`config.mk`:
```
export PLATFORM = sky130hd
export DESIGN_NAME = pcs_core
export DESIGN_NICKNAME = d
export VERILOG_FILES = /design/src/pcs_pkg.sv /design/src/pcs_stack_mem.sv /design/src/pcs_avmm_port.sv /design/src/pcs_core.sv
export SDC_FILE = /design/constraint.sdc
export NUM_CORES = 1
export LEC_CHECK = 0
export ABC_AREA = 0
export ABC_CLOCK_PERIOD_IN_PS = 4600
export BUFFER_PORTS_ARGS = -buffer_cell sky130_fd_sc_hd__buf_4
export CAP_MARGIN = 25
export CELL_PAD_IN_SITES_DETAIL_PLACEMENT = 0
export CELL_PAD_IN_SITES_GLOBAL_PLACEMENT = 1
export CORE_MARGIN = 2
export CORE_UTILIZATION = 48
export DETAILED_ROUTE_END_ITERATION = 12
export PLACE_DENSITY_LB_ADDON = 0.2
export SLEW_MARGIN = 5
export SYNTH_ARGS = -nofsm -noshare
export SYNTH_HDL_FRONTEND = slang
export SYNTH_SLANG_ARGS = --single-unit
```
`constraint.sdc`:
```
create_clock -name clock -period 4.6 [get_ports clock]
set_clock_uncertainty 0.15 [all_clocks]
set_input_delay 0.23 -clock clock [delete_from_list [all_inputs] [get_ports clock]]
set_output_delay 0.23 -clock clock [all_outputs]
set_load 0.02 [all_outputs]
```
`src/pcs_pkg.sv`:
```
package pcs_pkg;
  localparam int PC_W = 15;
  localparam int SP_W = 5;
  localparam int STK_DEPTH = 16;
  localparam int STK_AW = 4;
  localparam int LATCH_W = 7;
  localparam int CALL_W = 11;
  localparam int BRA_W = 9;
  localparam logic [14:0] PC_RESET = 15'h0000;
  localparam logic [6:0] LATCH_RESET = 7'h00;
  localparam logic [4:0] SP_RESET = 5'h1f;
  localparam logic [4:0] SP_LAST = 5'h0f;
  localparam logic [4:0] SP_EMPTY = 5'h1f;
  // register indices; byte address is four times the index
  localparam logic [11:0] IDX_STATUS = 12'hfe0;
  localparam logic [11:0] IDX_CONFIG = 12'hfe1;
  localparam logic [11:0] IDX_PC_LOW = 12'hfe2;
  localparam logic [11:0] IDX_PC_LATCH = 12'hfe3;
  localparam logic [11:0] IDX_STACK_POINTER = 12'hfed;
  localparam logic [11:0] IDX_TOS_LOW = 12'hfee;
  localparam logic [11:0] IDX_TOS_HIGH = 12'hfef;
  localparam int BUS_AW = 14;
  localparam int STAT_OVF_BIT = 0;
  localparam int STAT_UNF_BIT = 1;
  localparam int CFG_FAULT_EN_BIT = 0;
  localparam logic CFG_FAULT_EN_RESET = 1'b0;

  typedef enum logic [7:0] {
    PCS_OP_NONE = 8'h00,
    PCS_OP_STEP = 8'h01,
    PCS_OP_PCL_WRITE = 8'h02,
    PCS_OP_CALL = 8'h04,
    PCS_OP_CALL_VIA_WORKING = 8'h08,
    PCS_OP_BRANCH_RELATIVE_WORKING = 8'h10,
    PCS_OP_BRANCH_RELATIVE_LITERAL = 8'h20,
    PCS_OP_RETURN = 8'h40,
    PCS_OP_INTERRUPT = 8'h80
  } pcs_op_t;

  typedef enum logic [1:0] {
    PCS_BUS_IDLE = 2'b01,
    PCS_BUS_ACK = 2'b10
  } pcs_bus_state_t;

  function automatic logic [11:0] pcs_index(input logic [13:0] byte_addr);
    pcs_index = byte_addr[13:2];
  endfunction : pcs_index
endpackage : pcs_pkg

```
`src/pcs_stack_mem.sv`:
```
`timescale 1ns/1ps
module pcs_stack_mem #(
  parameter int DEPTH = pcs_pkg::STK_DEPTH,
  parameter int WIDTH = pcs_pkg::PC_W,
  parameter int AW = pcs_pkg::STK_AW
) (
  // clocking
  input wire logic clock,
  input wire logic reset,
  input wire logic ce,
  // write port
  input wire logic we,
  input wire logic [AW-1:0] waddr,
  input wire logic [WIDTH-1:0] wdata,
  // read port, address is the next pointer value
  input wire logic [AW-1:0] raddr,
  output logic [WIDTH-1:0] rdata
);
  logic [WIDTH-1:0] mem_q [DEPTH];

  // separate storage from program and data memory
  always_ff @(posedge clock) begin
    if (ce && we) begin
      mem_q[waddr] <= wdata;
    end
  end

  // write-through so the top entry is valid the cycle after any push or edit
  always_ff @(posedge clock) begin
    if (reset) begin
      rdata <= '0;
    end else if (ce) begin
      if (we && (waddr == raddr)) begin
        rdata <= wdata;
      end else begin
        rdata <= mem_q[raddr];
      end
    end
  end
endmodule : pcs_stack_mem

```
`src/pcs_avmm_port.sv`:
```
`timescale 1ns/1ps
module pcs_avmm_port (
  // clocking
  input wire logic clock,
  input wire logic reset,
  input wire logic ce,
  // avalon-mm slave side
  input wire logic avs_read,
  input wire logic avs_write,
  output logic avs_waitrequest,
  output logic [31:0] avs_readdata,
  // register side
  input wire logic [31:0] reg_rdata,
  output logic reg_wr_fire
);
  pcs_pkg::pcs_bus_state_t state_q;
  logic req;

  assign req = avs_read | avs_write;
  // every access waits exactly one cycle so read data can come from a flop
  assign avs_waitrequest = req & (state_q != pcs_pkg::PCS_BUS_ACK);
  assign reg_wr_fire = avs_write & (state_q == pcs_pkg::PCS_BUS_ACK) & ce;

  always_ff @(posedge clock) begin
    if (reset) begin
      state_q <= pcs_pkg::PCS_BUS_IDLE;
    end else if (ce) begin
      case (state_q)
        pcs_pkg::PCS_BUS_IDLE: begin
          if (req) begin
            state_q <= pcs_pkg::PCS_BUS_ACK;
          end
        end
        pcs_pkg::PCS_BUS_ACK: state_q <= pcs_pkg::PCS_BUS_IDLE;
        default: state_q <= pcs_pkg::PCS_BUS_IDLE;
      endcase
    end
  end

  always_ff @(posedge clock) begin
    if (reset) begin
      avs_readdata <= '0;
    end else if (ce && avs_read && (state_q == pcs_pkg::PCS_BUS_IDLE)) begin
      avs_readdata <= reg_rdata;
    end
  end
endmodule : pcs_avmm_port

```
`src/pcs_core.sv`:
```
// Our own choice: the Avalon-MM register port.
`timescale 1ns/1ps
module pcs_core #(
  parameter logic [14:0] INT_VECTOR = 15'h0004
) (
  // clocking and reset
  input wire logic clock,
  input wire logic reset,
  input wire logic ce,
  input wire logic power_on_reset,
  // core execution side
  input wire pcs_pkg::pcs_op_t op,
  input wire logic [10:0] op_operand,
  input wire logic [7:0] working,
  input wire logic [7:0] pcl_wdata,
  input wire logic latch_we,
  input wire logic [6:0] latch_wdata,
  // core-facing state
  output logic [14:0] pc,
  output logic [6:0] pc_high_latch,
  output logic [4:0] stack_pointer,
  output logic stack_overflow_flag,
  output logic stack_underflow_flag,
  output logic stack_fault_reset,
  // avalon-mm register port
  input wire logic [13:0] avs_address,
  input wire logic avs_read,
  input wire logic avs_write,
  input wire logic [31:0] avs_writedata,
  input wire logic [3:0] avs_byteenable,
  output logic [31:0] avs_readdata,
  output logic avs_waitrequest
);
  ////////////////////////////////////////////////////////////////////////////////
  logic [14:0] pc_q;
  logic [14:0] pc_d;
  logic [6:0] latch_q;
  logic [4:0] sp_q;
  logic [4:0] sp_d;
  logic ovf_q;
  logic unf_q;
  logic fault_en_q;
  logic fault_q;
  logic [14:0] tos;
  logic [14:0] pc_inc;
  logic [14:0] push_val;
  logic stk_we;
  logic [3:0] stk_waddr;
  logic [14:0] stk_wdata;
  logic push;
  logic pop;
  logic ovf_evt;
  logic unf_evt;
  logic wr_fire;
  logic wr_lane;
  logic [11:0] idx;
  logic [31:0] reg_rdata;

  function automatic logic is_push(input pcs_pkg::pcs_op_t o);
    is_push = (o == pcs_pkg::PCS_OP_CALL) || (o == pcs_pkg::PCS_OP_CALL_VIA_WORKING) ||
              (o == pcs_pkg::PCS_OP_INTERRUPT);
  endfunction : is_push

  function automatic logic is_hit(input logic [11:0] a, input logic [11:0] b);
    is_hit = (a == b);
  endfunction : is_hit

  ////////////////////////////////////////////////////////////////////////////////
  assign idx = pcs_pkg::pcs_index(avs_address);
  // only the low byte lane carries register data
  assign wr_lane = wr_fire & avs_byteenable[0];
  assign push = is_push(op);
  assign pop = (op == pcs_pkg::PCS_OP_RETURN);
  assign pc_inc = pc_q + 15'h0001;
  // interrupts resume at the interrupted address, calls after the call
  assign push_val = (op == pcs_pkg::PCS_OP_INTERRUPT) ? pc_q : pc_inc;
  assign ovf_evt = push && (sp_q == pcs_pkg::SP_LAST);
  assign unf_evt = pop && (sp_q == pcs_pkg::SP_EMPTY);

  ////////////////////////////////////////////////////////////////////////////////
  // next program counter
  always_comb begin
    pc_d = pc_q;
    case (op)
      pcs_pkg::PCS_OP_STEP: pc_d = pc_inc;
      pcs_pkg::PCS_OP_PCL_WRITE: pc_d = {latch_q, pcl_wdata};
      pcs_pkg::PCS_OP_CALL: pc_d = {latch_q[6:3], op_operand};
      pcs_pkg::PCS_OP_CALL_VIA_WORKING: pc_d = {latch_q, working};
      pcs_pkg::PCS_OP_BRANCH_RELATIVE_WORKING: begin
        pc_d = pc_inc + {7'h00, working};
      end
      pcs_pkg::PCS_OP_BRANCH_RELATIVE_LITERAL: begin
        // free page crossing: full 15-bit add
        pc_d = pc_inc + {{6{op_operand[8]}}, op_operand[8:0]};
      end
      pcs_pkg::PCS_OP_RETURN: pc_d = tos; // read entry before decrement
      pcs_pkg::PCS_OP_INTERRUPT: pc_d = INT_VECTOR;
      default: pc_d = pc_q;
    endcase
    if (!push && !pop && (op == pcs_pkg::PCS_OP_NONE) && wr_lane &&
        is_hit(idx, pcs_pkg::IDX_PC_LOW)) begin
      pc_d = {latch_q, avs_writedata[7:0]};
    end
  end

  ////////////////////////////////////////////////////////////////////////////////
  // next stack pointer and stack writes; core traffic beats bus edits
  always_comb begin
    sp_d = sp_q;
    stk_we = 1'b0;
    stk_waddr = sp_q[3:0];
    stk_wdata = tos;
    if (push) begin
      sp_d = sp_q + 5'h01; // increment then write
      stk_we = 1'b1;
      stk_waddr = sp_d[3:0]; // low four bits wrap the ring
      stk_wdata = push_val;
    end else if (pop) begin
      sp_d = sp_q - 5'h01;
    end else if (wr_lane && is_hit(idx, pcs_pkg::IDX_STACK_POINTER)) begin
      // an interrupt push in the same cycle would win here
      sp_d = avs_writedata[4:0];
    end else if (wr_lane && is_hit(idx, pcs_pkg::IDX_TOS_LOW)) begin
      stk_we = 1'b1;
      stk_wdata = {tos[14:8], avs_writedata[7:0]};
    end else if (wr_lane && is_hit(idx, pcs_pkg::IDX_TOS_HIGH)) begin
      stk_we = 1'b1;
      stk_wdata = {avs_writedata[6:0], tos[7:0]};
    end
  end

  ////////////////////////////////////////////////////////////////////////////////
  always_ff @(posedge clock) begin
    if (reset) begin
      pc_q <= pcs_pkg::PC_RESET;
    end else if (ce) begin
      pc_q <= pc_d;
    end
  end

  always_ff @(posedge clock) begin
    if (reset) begin
      sp_q <= pcs_pkg::SP_RESET;
    end else if (ce) begin
      sp_q <= sp_d;
    end
  end

  // latch is written only by the core or the bus, never by stack traffic
  always_ff @(posedge clock) begin
    if (reset) begin
      latch_q <= pcs_pkg::LATCH_RESET;
    end else if (ce) begin
      if (latch_we) begin
        latch_q <= latch_wdata;
      end else if (wr_lane && is_hit(idx, pcs_pkg::IDX_PC_LATCH)) begin
        latch_q <= avs_writedata[6:0];
      end
    end
  end

  always_ff @(posedge clock) begin
    if (reset) begin
      fault_en_q <= pcs_pkg::CFG_FAULT_EN_RESET;
    end else if (ce && wr_lane && is_hit(idx, pcs_pkg::IDX_CONFIG)) begin
      fault_en_q <= avs_writedata[pcs_pkg::CFG_FAULT_EN_BIT];
    end
  end

  // flags survive a fault reset so software can see why; set beats clear
  // a reset that is not a power-on only holds them, so stray ops during it set nothing
  always_ff @(posedge clock) begin
    if (reset && power_on_reset) begin
      ovf_q <= 1'b0;
      unf_q <= 1'b0;
    end else if (ce && !reset) begin
      if (ovf_evt) begin
        ovf_q <= 1'b1;
      end else if (wr_lane && is_hit(idx, pcs_pkg::IDX_STATUS) &&
                   avs_writedata[pcs_pkg::STAT_OVF_BIT]) begin
        ovf_q <= 1'b0;
      end
      if (unf_evt) begin
        unf_q <= 1'b1;
      end else if (wr_lane && is_hit(idx, pcs_pkg::IDX_STATUS) &&
                   avs_writedata[pcs_pkg::STAT_UNF_BIT]) begin
        unf_q <= 1'b0;
      end
    end
  end

  // one-cycle reset request toward the system reset logic
  always_ff @(posedge clock) begin
    if (reset) begin
      fault_q <= 1'b0;
    end else if (ce) begin
      fault_q <= fault_en_q && (ovf_evt || unf_evt);
    end
  end

  ////////////////////////////////////////////////////////////////////////////////
  // register read mux; reserved bits read as zero
  always_comb begin
    reg_rdata = 32'h0000_0000;
    case (idx)
      pcs_pkg::IDX_STATUS: reg_rdata = {30'h0000_0000, unf_q, ovf_q};
      pcs_pkg::IDX_CONFIG: reg_rdata = {31'h0000_0000, fault_en_q};
      pcs_pkg::IDX_PC_LOW: reg_rdata = {24'h00_0000, pc_q[7:0]};
      pcs_pkg::IDX_PC_LATCH: reg_rdata = {25'h000_0000, latch_q};
      pcs_pkg::IDX_STACK_POINTER: reg_rdata = {27'h000_0000, sp_q};
      pcs_pkg::IDX_TOS_LOW: reg_rdata = {24'h00_0000, tos[7:0]};
      pcs_pkg::IDX_TOS_HIGH: reg_rdata = {25'h000_0000, tos[14:8]};
      default: reg_rdata = 32'h0000_0000;
    endcase
  end

  ////////////////////////////////////////////////////////////////////////////////
  pcs_stack_mem #(
    .DEPTH(pcs_pkg::STK_DEPTH),
    .WIDTH(pcs_pkg::PC_W),
    .AW(pcs_pkg::STK_AW)
  ) u_mem (
    .clock(clock),
    .reset(reset),
    .ce(ce),
    .we(stk_we),
    .waddr(stk_waddr),
    .wdata(stk_wdata),
    .raddr(sp_d[3:0]),
    .rdata(tos)
  );

  pcs_avmm_port u_port (
    .clock(clock),
    .reset(reset),
    .ce(ce),
    .avs_read(avs_read),
    .avs_write(avs_write),
    .avs_waitrequest(avs_waitrequest),
    .avs_readdata(avs_readdata),
    .reg_rdata(reg_rdata),
    .reg_wr_fire(wr_fire)
  );

  ////////////////////////////////////////////////////////////////////////////////
  assign pc = pc_q;
  assign pc_high_latch = latch_q;
  assign stack_pointer = sp_q;
  assign stack_overflow_flag = ovf_q;
  assign stack_underflow_flag = unf_q;
  assign stack_fault_reset = fault_q;
endmodule : pcs_core

```
* Word level (Yosys, flattened, before mapping) *
Memory sizes are Yosys's and may differ from the RTL's. A register that Yosys moved wholly into a read port is not among the register bits.
Index checks and enable logic that the tools add are counted.

word-level totals
  bits in registers = 65
  memory bits (writable) = 240
  output and inout port bits = 63
  logic and storage cells = 109
  memories kept = 1

memory list
  name         words  width  read ports  clocked after Yosys merged registers in  wr ports  line                 source
  u_mem.mem_q  16     15     1           1                                        1         pcs_stack_mem.sv:19  logic [WIDTH-1:0] mem_q [DEPTH];

operators by class
  add/sub/neg operators = 5
  equal/unequal tests = 21
  mux-type cells = 28
  bitwise logic cells = 5
  reductions and logical operators = 39

operators by type and width
  cell                                                              count
  15-bit one-hot mux with 8 select lines                            1
  15-bit 2-to-1 mux                                                 7
  12-bit == test (second input constant)                            7
  8-bit one-hot mux with 7 select lines                             1
  1-bit logical AND                                                 21
  15-bit by 1-bit adder with 15-bit output (second input constant)  1
  15-bit adder                                                      1
  15-bit by 8-bit adder with 15-bit output                          1
  5-bit 2-to-1 mux                                                  3
  7-bit 2-to-1 mux                                                  2
  2-bit AND reduction                                               6
  1-bit 2-to-1 mux                                                  11
  9-bit nonzero test                                                1
  8-bit by 1-bit == test with 1-bit output (second input constant)  1
  8-bit by 2-bit == test with 1-bit output (second input constant)  1
  8-bit by 3-bit == test with 1-bit output (second input constant)  1
  8-bit by 4-bit == test with 1-bit output (second input constant)  1
  8-bit by 5-bit == test with 1-bit output (second input constant)  1
  8-bit by 6-bit == test with 1-bit output (second input constant)  1
  8-bit by 7-bit == test with 1-bit output (second input constant)  1
  8-bit == test (second input constant)                             1
  8-bit logical NOT                                                 1
  2-bit nonzero test                                                3
  5-bit by 1-bit adder with 5-bit output (second input constant)    1
  14 further kinds                                                  22

* Logic depth before layout (Yosys ltp) *
Gate-level depths: netlist of the first run.

  depth in word-level cells = 13
  gate-level depth with buffers = 17
  depth with buffers taken out = 16

* Cells and area by module *
Synthesis of the first run repeated with hierarchy kept, for this count alone.

unflattened totals
  cells, all modules = 1291
  area total of the unflattened synthesis = 15884.0 sq um

modules (own cells, without submodules)
  module         instances  cells an instance  area each (sq um)  sequential area each (sq um)
  pcs_stack_mem  1          518                9947.0             7507.2
  pcs_core       1          622                4367.9             620.6
  pcs_avmm_port  1          151                1569.0             680.7

* Worst setup path after synthesis of the first run *
OpenSTA, ideal clock, no wires.

  path type = input-to-reg
  start point = input port op[7]
  end point = register pc_q[14], in the netlist pc[14]
  setup time = 0.130 ns
  arrival time = 3.730 ns
  setup slack = 0.590 ns
  stages = 17
  cell sequence = buf_2 > or4_1 > or4_1 > buf_2 > nand2_1 > nand2_1 > ha_1 > fa_1 > a21o_1 > a21oi_1 > o21ai_0 > a41oi_1 > a21oi_1 > a21o_1 > a21oi_1 > xnor2_1 > o22ai_1

on the way
  cells in the longest elaborated chain, start to end = 10
  elaborated cells between the ends (all ways) = 21
  those cells by class = eq/ne: 8; mux: 2; reduce/logical: 11

ends and longest elaborated chain
  element                                                                                                      line                            source
  start: declaration                                                                                           pcs_core.sv:12                  input wire pcs_pkg::pcs_op_t op,
  8-bit by 3-bit == test with 1-bit output / 8-bit by 4-bit == test with 1-bit output (equally long branches)  pcs_core.sv:60, pcs_core.sv:84
  1-bit logical OR (2 in a row)                                                                                pcs_core.sv:60                  is_push = (o == pcs_pkg::PCS_OP_CALL) || (o == pcs_pkg::PCS_OP_CALL_VIA_WORKING) ||
  1-bit logical NOT                                                                                            pcs_core.sv:100                 if (!push && !pop && (op == pcs_pkg::PCS_OP_NONE) && wr_lane &&
  1-bit logical AND (4 in a row)                                                                               pcs_core.sv:100
  9-bit nonzero test (no source line)                                                                          n/a
  2-bit AND reduction (no source line)                                                                         n/a
  end signal: assignment                                                                                       pcs_core.sv:135                 pc_q <= pcs_pkg::PC_RESET;
  end signal: assignment                                                                                       pcs_core.sv:137                 pc_q <= pc_d;
  end: declaration                                                                                             pcs_core.sv:35                  logic [14:0] pc_q;

Several ways; a longest one is shown, not always the timed one.
A chain may end at the register's enable or synchronous reset.

* Final worst setup path of the first run *
  start point = register sp_q[0], in the netlist stack_pointer[0]
  end point = register u_mem.rdata[1], read port of u_mem.mem_q

on the way
  cells in the longest elaborated chain, start to end = 3
  elaborated cells between the ends (all ways) = 5
  those cells by class = add/sub: 2; mux: 3

ends and longest elaborated chain
  element                                                                                 line                              source
  start: declaration                                                                      pcs_core.sv:38                    logic [4:0] sp_q;
  start signal: assignment                                                                pcs_core.sv:143                   sp_q <= pcs_pkg::SP_RESET;
  start signal: assignment                                                                pcs_core.sv:145                   sp_q <= sp_d;
  5-bit by 1-bit subtractor with 5-bit output / 5-bit 2-to-1 mux (equally long branches)  pcs_core.sv:119, pcs_core.sv:120
  5-bit 2-to-1 mux                                                                        pcs_core.sv:118                   end else if (pop) begin
  5-bit 2-to-1 mux *                                                                      pcs_core.sv:113                   if (push) begin
  end: declaration                                                                        pcs_stack_mem.sv:17               output logic [WIDTH-1:0] rdata

Every way passes the cells marked *; elsewhere a longest branch is shown, timed or not. The select of a mux whose other input is x is not followed.

==> results of run 1 <==
-- worst register-to-register path: stages, from the launching register on --
cell	delay, ps
dfxtp_1	610
inv_1	220
ha_1	400
and3_1	170
a311o_1	380
nand2_1	190
buf_4	500
mux4_2	460
or4_1	430
o211ai_1	100
a211oi_1	60
-- flip-flops by register name, summed over array words and instances (netlist names) --
name	count
u_mem.rdata	15
u_mem.mem_q	240
stack_overflow_flag	1
pc	15
u_port.state_q	2
stack_pointer	5
stack_fault_reset	1
fault_en_q	1
stack_underflow_flag	1
u_port.avs_readdata	8
pc_high_latch	7
-- report_power, final --
part | total [uW] | internal (uW) | switching (uW)
combinational | 561 | 228 | 333
clock | 2730 | 1630 | 1090
sequential | 3000 | 2950 | 49.6
total | 6290 | 4810 | 1480
-- timing repair --
action                     CTS  global route
hold buffers                17             0
setup endpoints to repair    0             0
hold endpoints to repair    16             0
resized for setup            0             0
-- worst max path at each step --
stage / slack [ps] / from / endpoint
6_report: 820 / stack_pointer[0] / u_mem.rdata[1]
2_1_floorplan: 590 / op[7] / pc[14]
4_1_cts: 850 / stack_pointer[0] / u_mem.rdata[1]
5_1_grt: 590 / op[3] / pc[14]
3_5_place_dp: 310 / op[3] / pc[14]
3_3_place_gp: 320 / op[3] / pc[14]
-- cells in the mapped netlist (14+ instances only) --
master	instances
nor2_1	90
edfxtp_1	240
a22oi_1	57
nor3_1	19
o21ai_0	29
buf_2	16
buf_4	31
nand3_1	42
mux2_2	14
a21oi_1	74
xnor2_1	20
mux2i_1	95
clkbuf_1	39
mux4_2	27
dfxtp_1	56
nand2_1	90
ha_1	20
a222oi_1	14
-- cell families after synthesis --
kind of cell	share of synthesized area
xor gates and xnor gates	0.0190
muxes	0.116
and+or+nand+nor	0.114
DFF	0.565
other	0.000254
adders and majority gates	0.0183
AOI/OAI and AO/OA	0.130
buffers and inverters	0.0365
-- per-stage QoR --
stage,util,hold slack [ps],total power [uW]
2_1_floorplan,-,172,3390
3_3_place_gp,0.528,274,3580
3_5_place_dp,0.529,279,3600
4_1_cts,0.571,2.80,6320
5_1_grt,0.571,36.6,6480
6_report,0.571,9.72,6290
-- final cells by class --
class,instances,area share
multi-input combinational,825,0.344
clock buffer,43,0.0521
clock inverter,19,0.0122
tap,396,0.0285
timing repair buffer,180,0.0809
inverter,13,0.00281
sequential,296,0.479
-- routing by layer --
layer	track usage	share of wire	wire, um
met5	0	0	0
met3	0.0390	0.067	2750
met4	0.0904	0.033	1360
met2	0.414	0.47	19400
met1	0.348	0.43	17800
==> out/qor.yml, run 1 <==
outcome:
  status: "finished clean"
clock_network:
  cts_inserted_buffers: 34
  clkTransAtPathRegs_ps: 60
  post-cts-setup-buffers: 0
  cts.sinks: 296
  h-tree-depth: 2
  clk_latency_ps: 520
  clockBufferDepth: 3
  cts_tree: "yes"
  clock-root-buffer: "clkbuf_16"
final_layout:
  layout-drive-gt1-share: 0.199
  final_common_cell: "edfxtp_1"
  nets: 1470
  final_cell_area_sq_um: 17400
  area_growth_syn_to_layout_pct: 17.8
  multi_input_area_sq_um: 5980
  instances_no_fill: 1772
  antenna_cells: 0
  fillers: 2555
  seq_area_sq_um: 8330
  layout_common_cells: "edfxtp_1 (240), buf_4 (162), mux2i_1 (95), nand2_1 (90), nor2_1 (90)"
worst_hold_path:
  hold_depth: 3
  hold_class: "in2reg"
  hold_end: "stack_pointer[3]"
  hold_path.startpoint: "ce"
global_routing:
  grt_max_degree: 49
  first_global_vias: 10210
  antenna_found_initial: 0
  groute.usage.overall: 0.255
  overflow: 0
  grt_pass1_wl_um: 61400
floorplan:
  die_y_um: 179
  initial_core_util: 0.485
  core-area_sq_um: 30400
  dieWidth_um: 179
  io_pins: 162
  die-area_sq_um: 32100
  floorplan.rows: 64
worst_setup_path:
  crit_family: "simple AND/OR/NAND/NOR gates"
  cpPeakStageDelay_ps: 610
  cp_max_fo: 35
  ff2ff_path_depth: 10
  cp.depth: 10
  r2r-start: "stack_pointer[0]"
  cp-start-kind: "flop"
  regToRegSetupSlack_ps: 820
  arrival_ps: 4030
  cp.buffers_inverters: 2
  r2r-end: "u_mem.rdata[1]"
  crit_slowest_cell: "dfxtp_1"
  path_cells: "inv_1 -> ha_1 -> and3_1 -> a311o_1 -> nand2_1 -> buf_4 -> mux4_2 -> or4_1 -> o211ai_1 -> a211oi_1"
  critPathKind: "reg2reg"
  cp-end-kind: "flop"
  required_ps: 4850
route:
  routed_wl_um: 41300
  drc: 0
  postRouteAntennaNets: 0
  wl_per_cell_um: 23.3
  drt_iter0_drc: 1143
  route.vias.total: 10700
  via_per_inst: 6.04
  first_pass_iters: 6
sta:
  min_period_ps: 3780
  fin_crit_sh: 0.822
  worstMarginPinSlew_ps: 851
  setup_viol: 0
  slew_headroom: 0.430
  fmax_ghz: 0.264
  setup_tns_ps: 0
  finalHoldViolations: 0
  slew_violations: 0
  grt_setup_unrepaired: "no"
  fin_ws_ps: 818
pwr:
  power.density_nw_per_um2: 362
  worst_ir_drop_vdd_uv: 306
  power_leakage_uw: 0.00666
place:
  postPlaceCellArea_sq_um: 16100
  placed_cells: 1693
  place.gp.congestion: 0.877
  place_ws_ps: 314
  io_buffers: 108
  dp_hpwl_um: 28500
logic_synthesis:
  yosysWarnings: 0
  netlist_area_sq_um: 14700
  async_reset_ff_frac: 0
  synth_flop_cell: "edfxtp_1"
  syn_inst: 1201
  yosysSeqAreaShare: 0.565
  synth_edf_count: 240
  synth_area_leaders: "edfxtp_1 (49%), dfxtp_1 (7.6%), mux2i_1 (6.4%)"
  ys_ff_latch: 296
  synthDominantCellAreaShare: 0.489
  synth_cell_type_count: 80
  synth_top_area_cell: "edfxtp_1"
  syn_area_per_cell_sq_um: 12.3
job:
  cap_violations: 0
No activity file was read; power rests on OpenSTA's default activity.
==> run 2: changes to the inputs <==
Settings changed: ABC_CLOCK_PERIOD_IN_PS 4600 to 3650.
Clock period 4.6 ns to 3.65 ns, I/O delays scaled along.
==> out/qor.yml, run 2 (same netlist as run 1, synthesis figures left out) <==
outcome:
  status: "finished clean"
clock_network:
  cts_tree: "yes"
  h-tree-depth: 1
  cts.sinks: 296
  cts_inserted_buffers: 30
  clkTransAtPathRegs_ps: 70
  clockBufferDepth: 3
  ctsResizeCount: 0
  clk_latency_ps: 570
  clock-root-buffer: "clkbuf_16"
worst_setup_path:
  regToRegSetupSlack_ps: 290
  ff2ff_path_depth: 14
  critPathLaunch: "op[3]"
  r2r-start: "pc[0]"
  arrival_ps: 3830
  r2r-end: "pc[9]"
  cp-endpoint: "pc[3]"
  cp_max_fo: 9
  critPathKind: "in2reg"
  cp-start-kind: "input pin"
  cp-end-kind: "flop"
  required_ps: 3930
floorplan:
  die_y_um: 179
  die-area_sq_um: 32100
  io_pins: 162
  initial_core_util: 0.485
  core-area_sq_um: 30400
  floorplan.rows: 64
  dieWidth_um: 179
sta:
  fin_crit_sh: 0.973
  hold_slack_ps: 17.7
  setup_tns_ps: 0
  fin_ws_ps: 97.1
  fmax_ghz: 0.281
  grt_setup_unrepaired: "no"
  slew_violations: 0
  slew_headroom: 0.369
  worstMarginPinSlew_ps: 943
  finalHoldViolations: 0
  min_period_ps: 3550
  setup_viol: 0
route:
  via_per_inst: 5.99
  postRouteAntennaNets: 0
  drt_iter0_drc: 958
  first_pass_iters: 8
  routed_wl_um: 41900
  drc: 0
  route.vias.total: 10995
  wl_per_cell_um: 22.8
place:
  dp_hpwl_um: 30200
  placed_cells: 1751
  place.gp.congestion: 0.920
  io_buffers: 108
  place_ws_ps: -302
final_layout:
  antenna_cells: 0
  area_growth_syn_to_layout_pct: 22.3
  final_common_cell: "edfxtp_1"
  nets: 1537
  largest_reg_flops: 240
  instances_no_fill: 1837
  layout-drive-gt1-share: 0.236
  layout_common_cells: "edfxtp_1 (240), buf_4 (205), mux2i_1 (95), nand2_1 (90), nor2_1 (90)"
  regMostFlops: "u_mem.mem_q"
worst_hold_path:
  hold_class: "in2reg"
global_routing:
  groute.usage.overall: 0.260
  grt_pass1_wl_um: 62500
  antenna_found_initial: 0
  grt_max_degree: 42
  overflow: 0
  first_global_vias: 10530
pwr:
  power_leakage_uw: 0.00699
  report.power.total_uw: 7590
  worst_ir_drop_vdd_uv: 423
  power.density_nw_per_um2: 421
job:
  cap_violations: 0
==> run 2: layer usage <==
| layer | vias up | wire length [um] | GRT usage |
|---|---|---|---|
| li1 | 5075 | - | - |
| met3 | 78 | 3100 | 0.0464 |
| met5 | - | 0 | 0 |
| met2 | 479 | 19600 | 0.419 |
| met4 | 0 | 1470 | 0.0914 |
| met1 | 5363 | 17800 | 0.354 |
==> run 2: worst min-delay path by stage <==
stage / cells after the start / to / slack (ps) / start
floorplan: 1 / stack_underflow_flag / 120 / power_on_reset
global placement: 2 / stack_underflow_flag / 220 / power_on_reset
detailed placement: 2 / stack_underflow_flag / 230 / power_on_reset
CTS: 7 / pc[4] / 8 / working[4]
global route: 5 / pc[8] / 50 / op_operand[8]
finish: 7 / pc[4] / 20 / working[4]
==> run 2: cell type report <==
type                    instances  area (sq um)
inverters                      13          48.8
clock inverters                23           200
multi-input cells             825          6020
flip-flops and latches        296          8330
well taps                     396           495
repair buffers                251          2160
clock buffers                  33           783
fillers                      2505         12400
==> run 2: repair_timing <==
| action | 4_1_cts | 5_1_grt |
|---|---|---|
| buffers inserted | 0 | 0 |
| endpoints found under the setup margin | 0 | 0 |
| endpoints found under the hold margin | 31 | 0 |
| hold buffers | 30 | 0 |
==> run 2: critical path, stage by stage <==
cell and delay [ps]:
buf_4 110, or4_4 540, or4_4 660, mux2_4 360, ha_1 290, a21o_1 180
a21oi_2 160, buf_4 130, xnor2_1 50, nand2_1 60, nand2_1 50, a221oi_1 260
nand2_1 90, o211ai_1 80, dlygate4sd3_1 570, a21oi_1 60
==> run 2: where the power goes <==
group          internal (uW)  total (uW)  switching [uW]
clock network           1760        3050            1300
logic                    324         763             439
registers               3720        3770            59.3
total                   5800        7590            1790
==> run 2: through the flow <==
stage | util | instance area [sq um]
finish | 0.593 | 18000
global route | 0.593 | 18000
CTS | 0.593 | 18000
detailed placement | 0.550 | 16800
global placement | 0.550 | 16800
floorplan | - | 14900
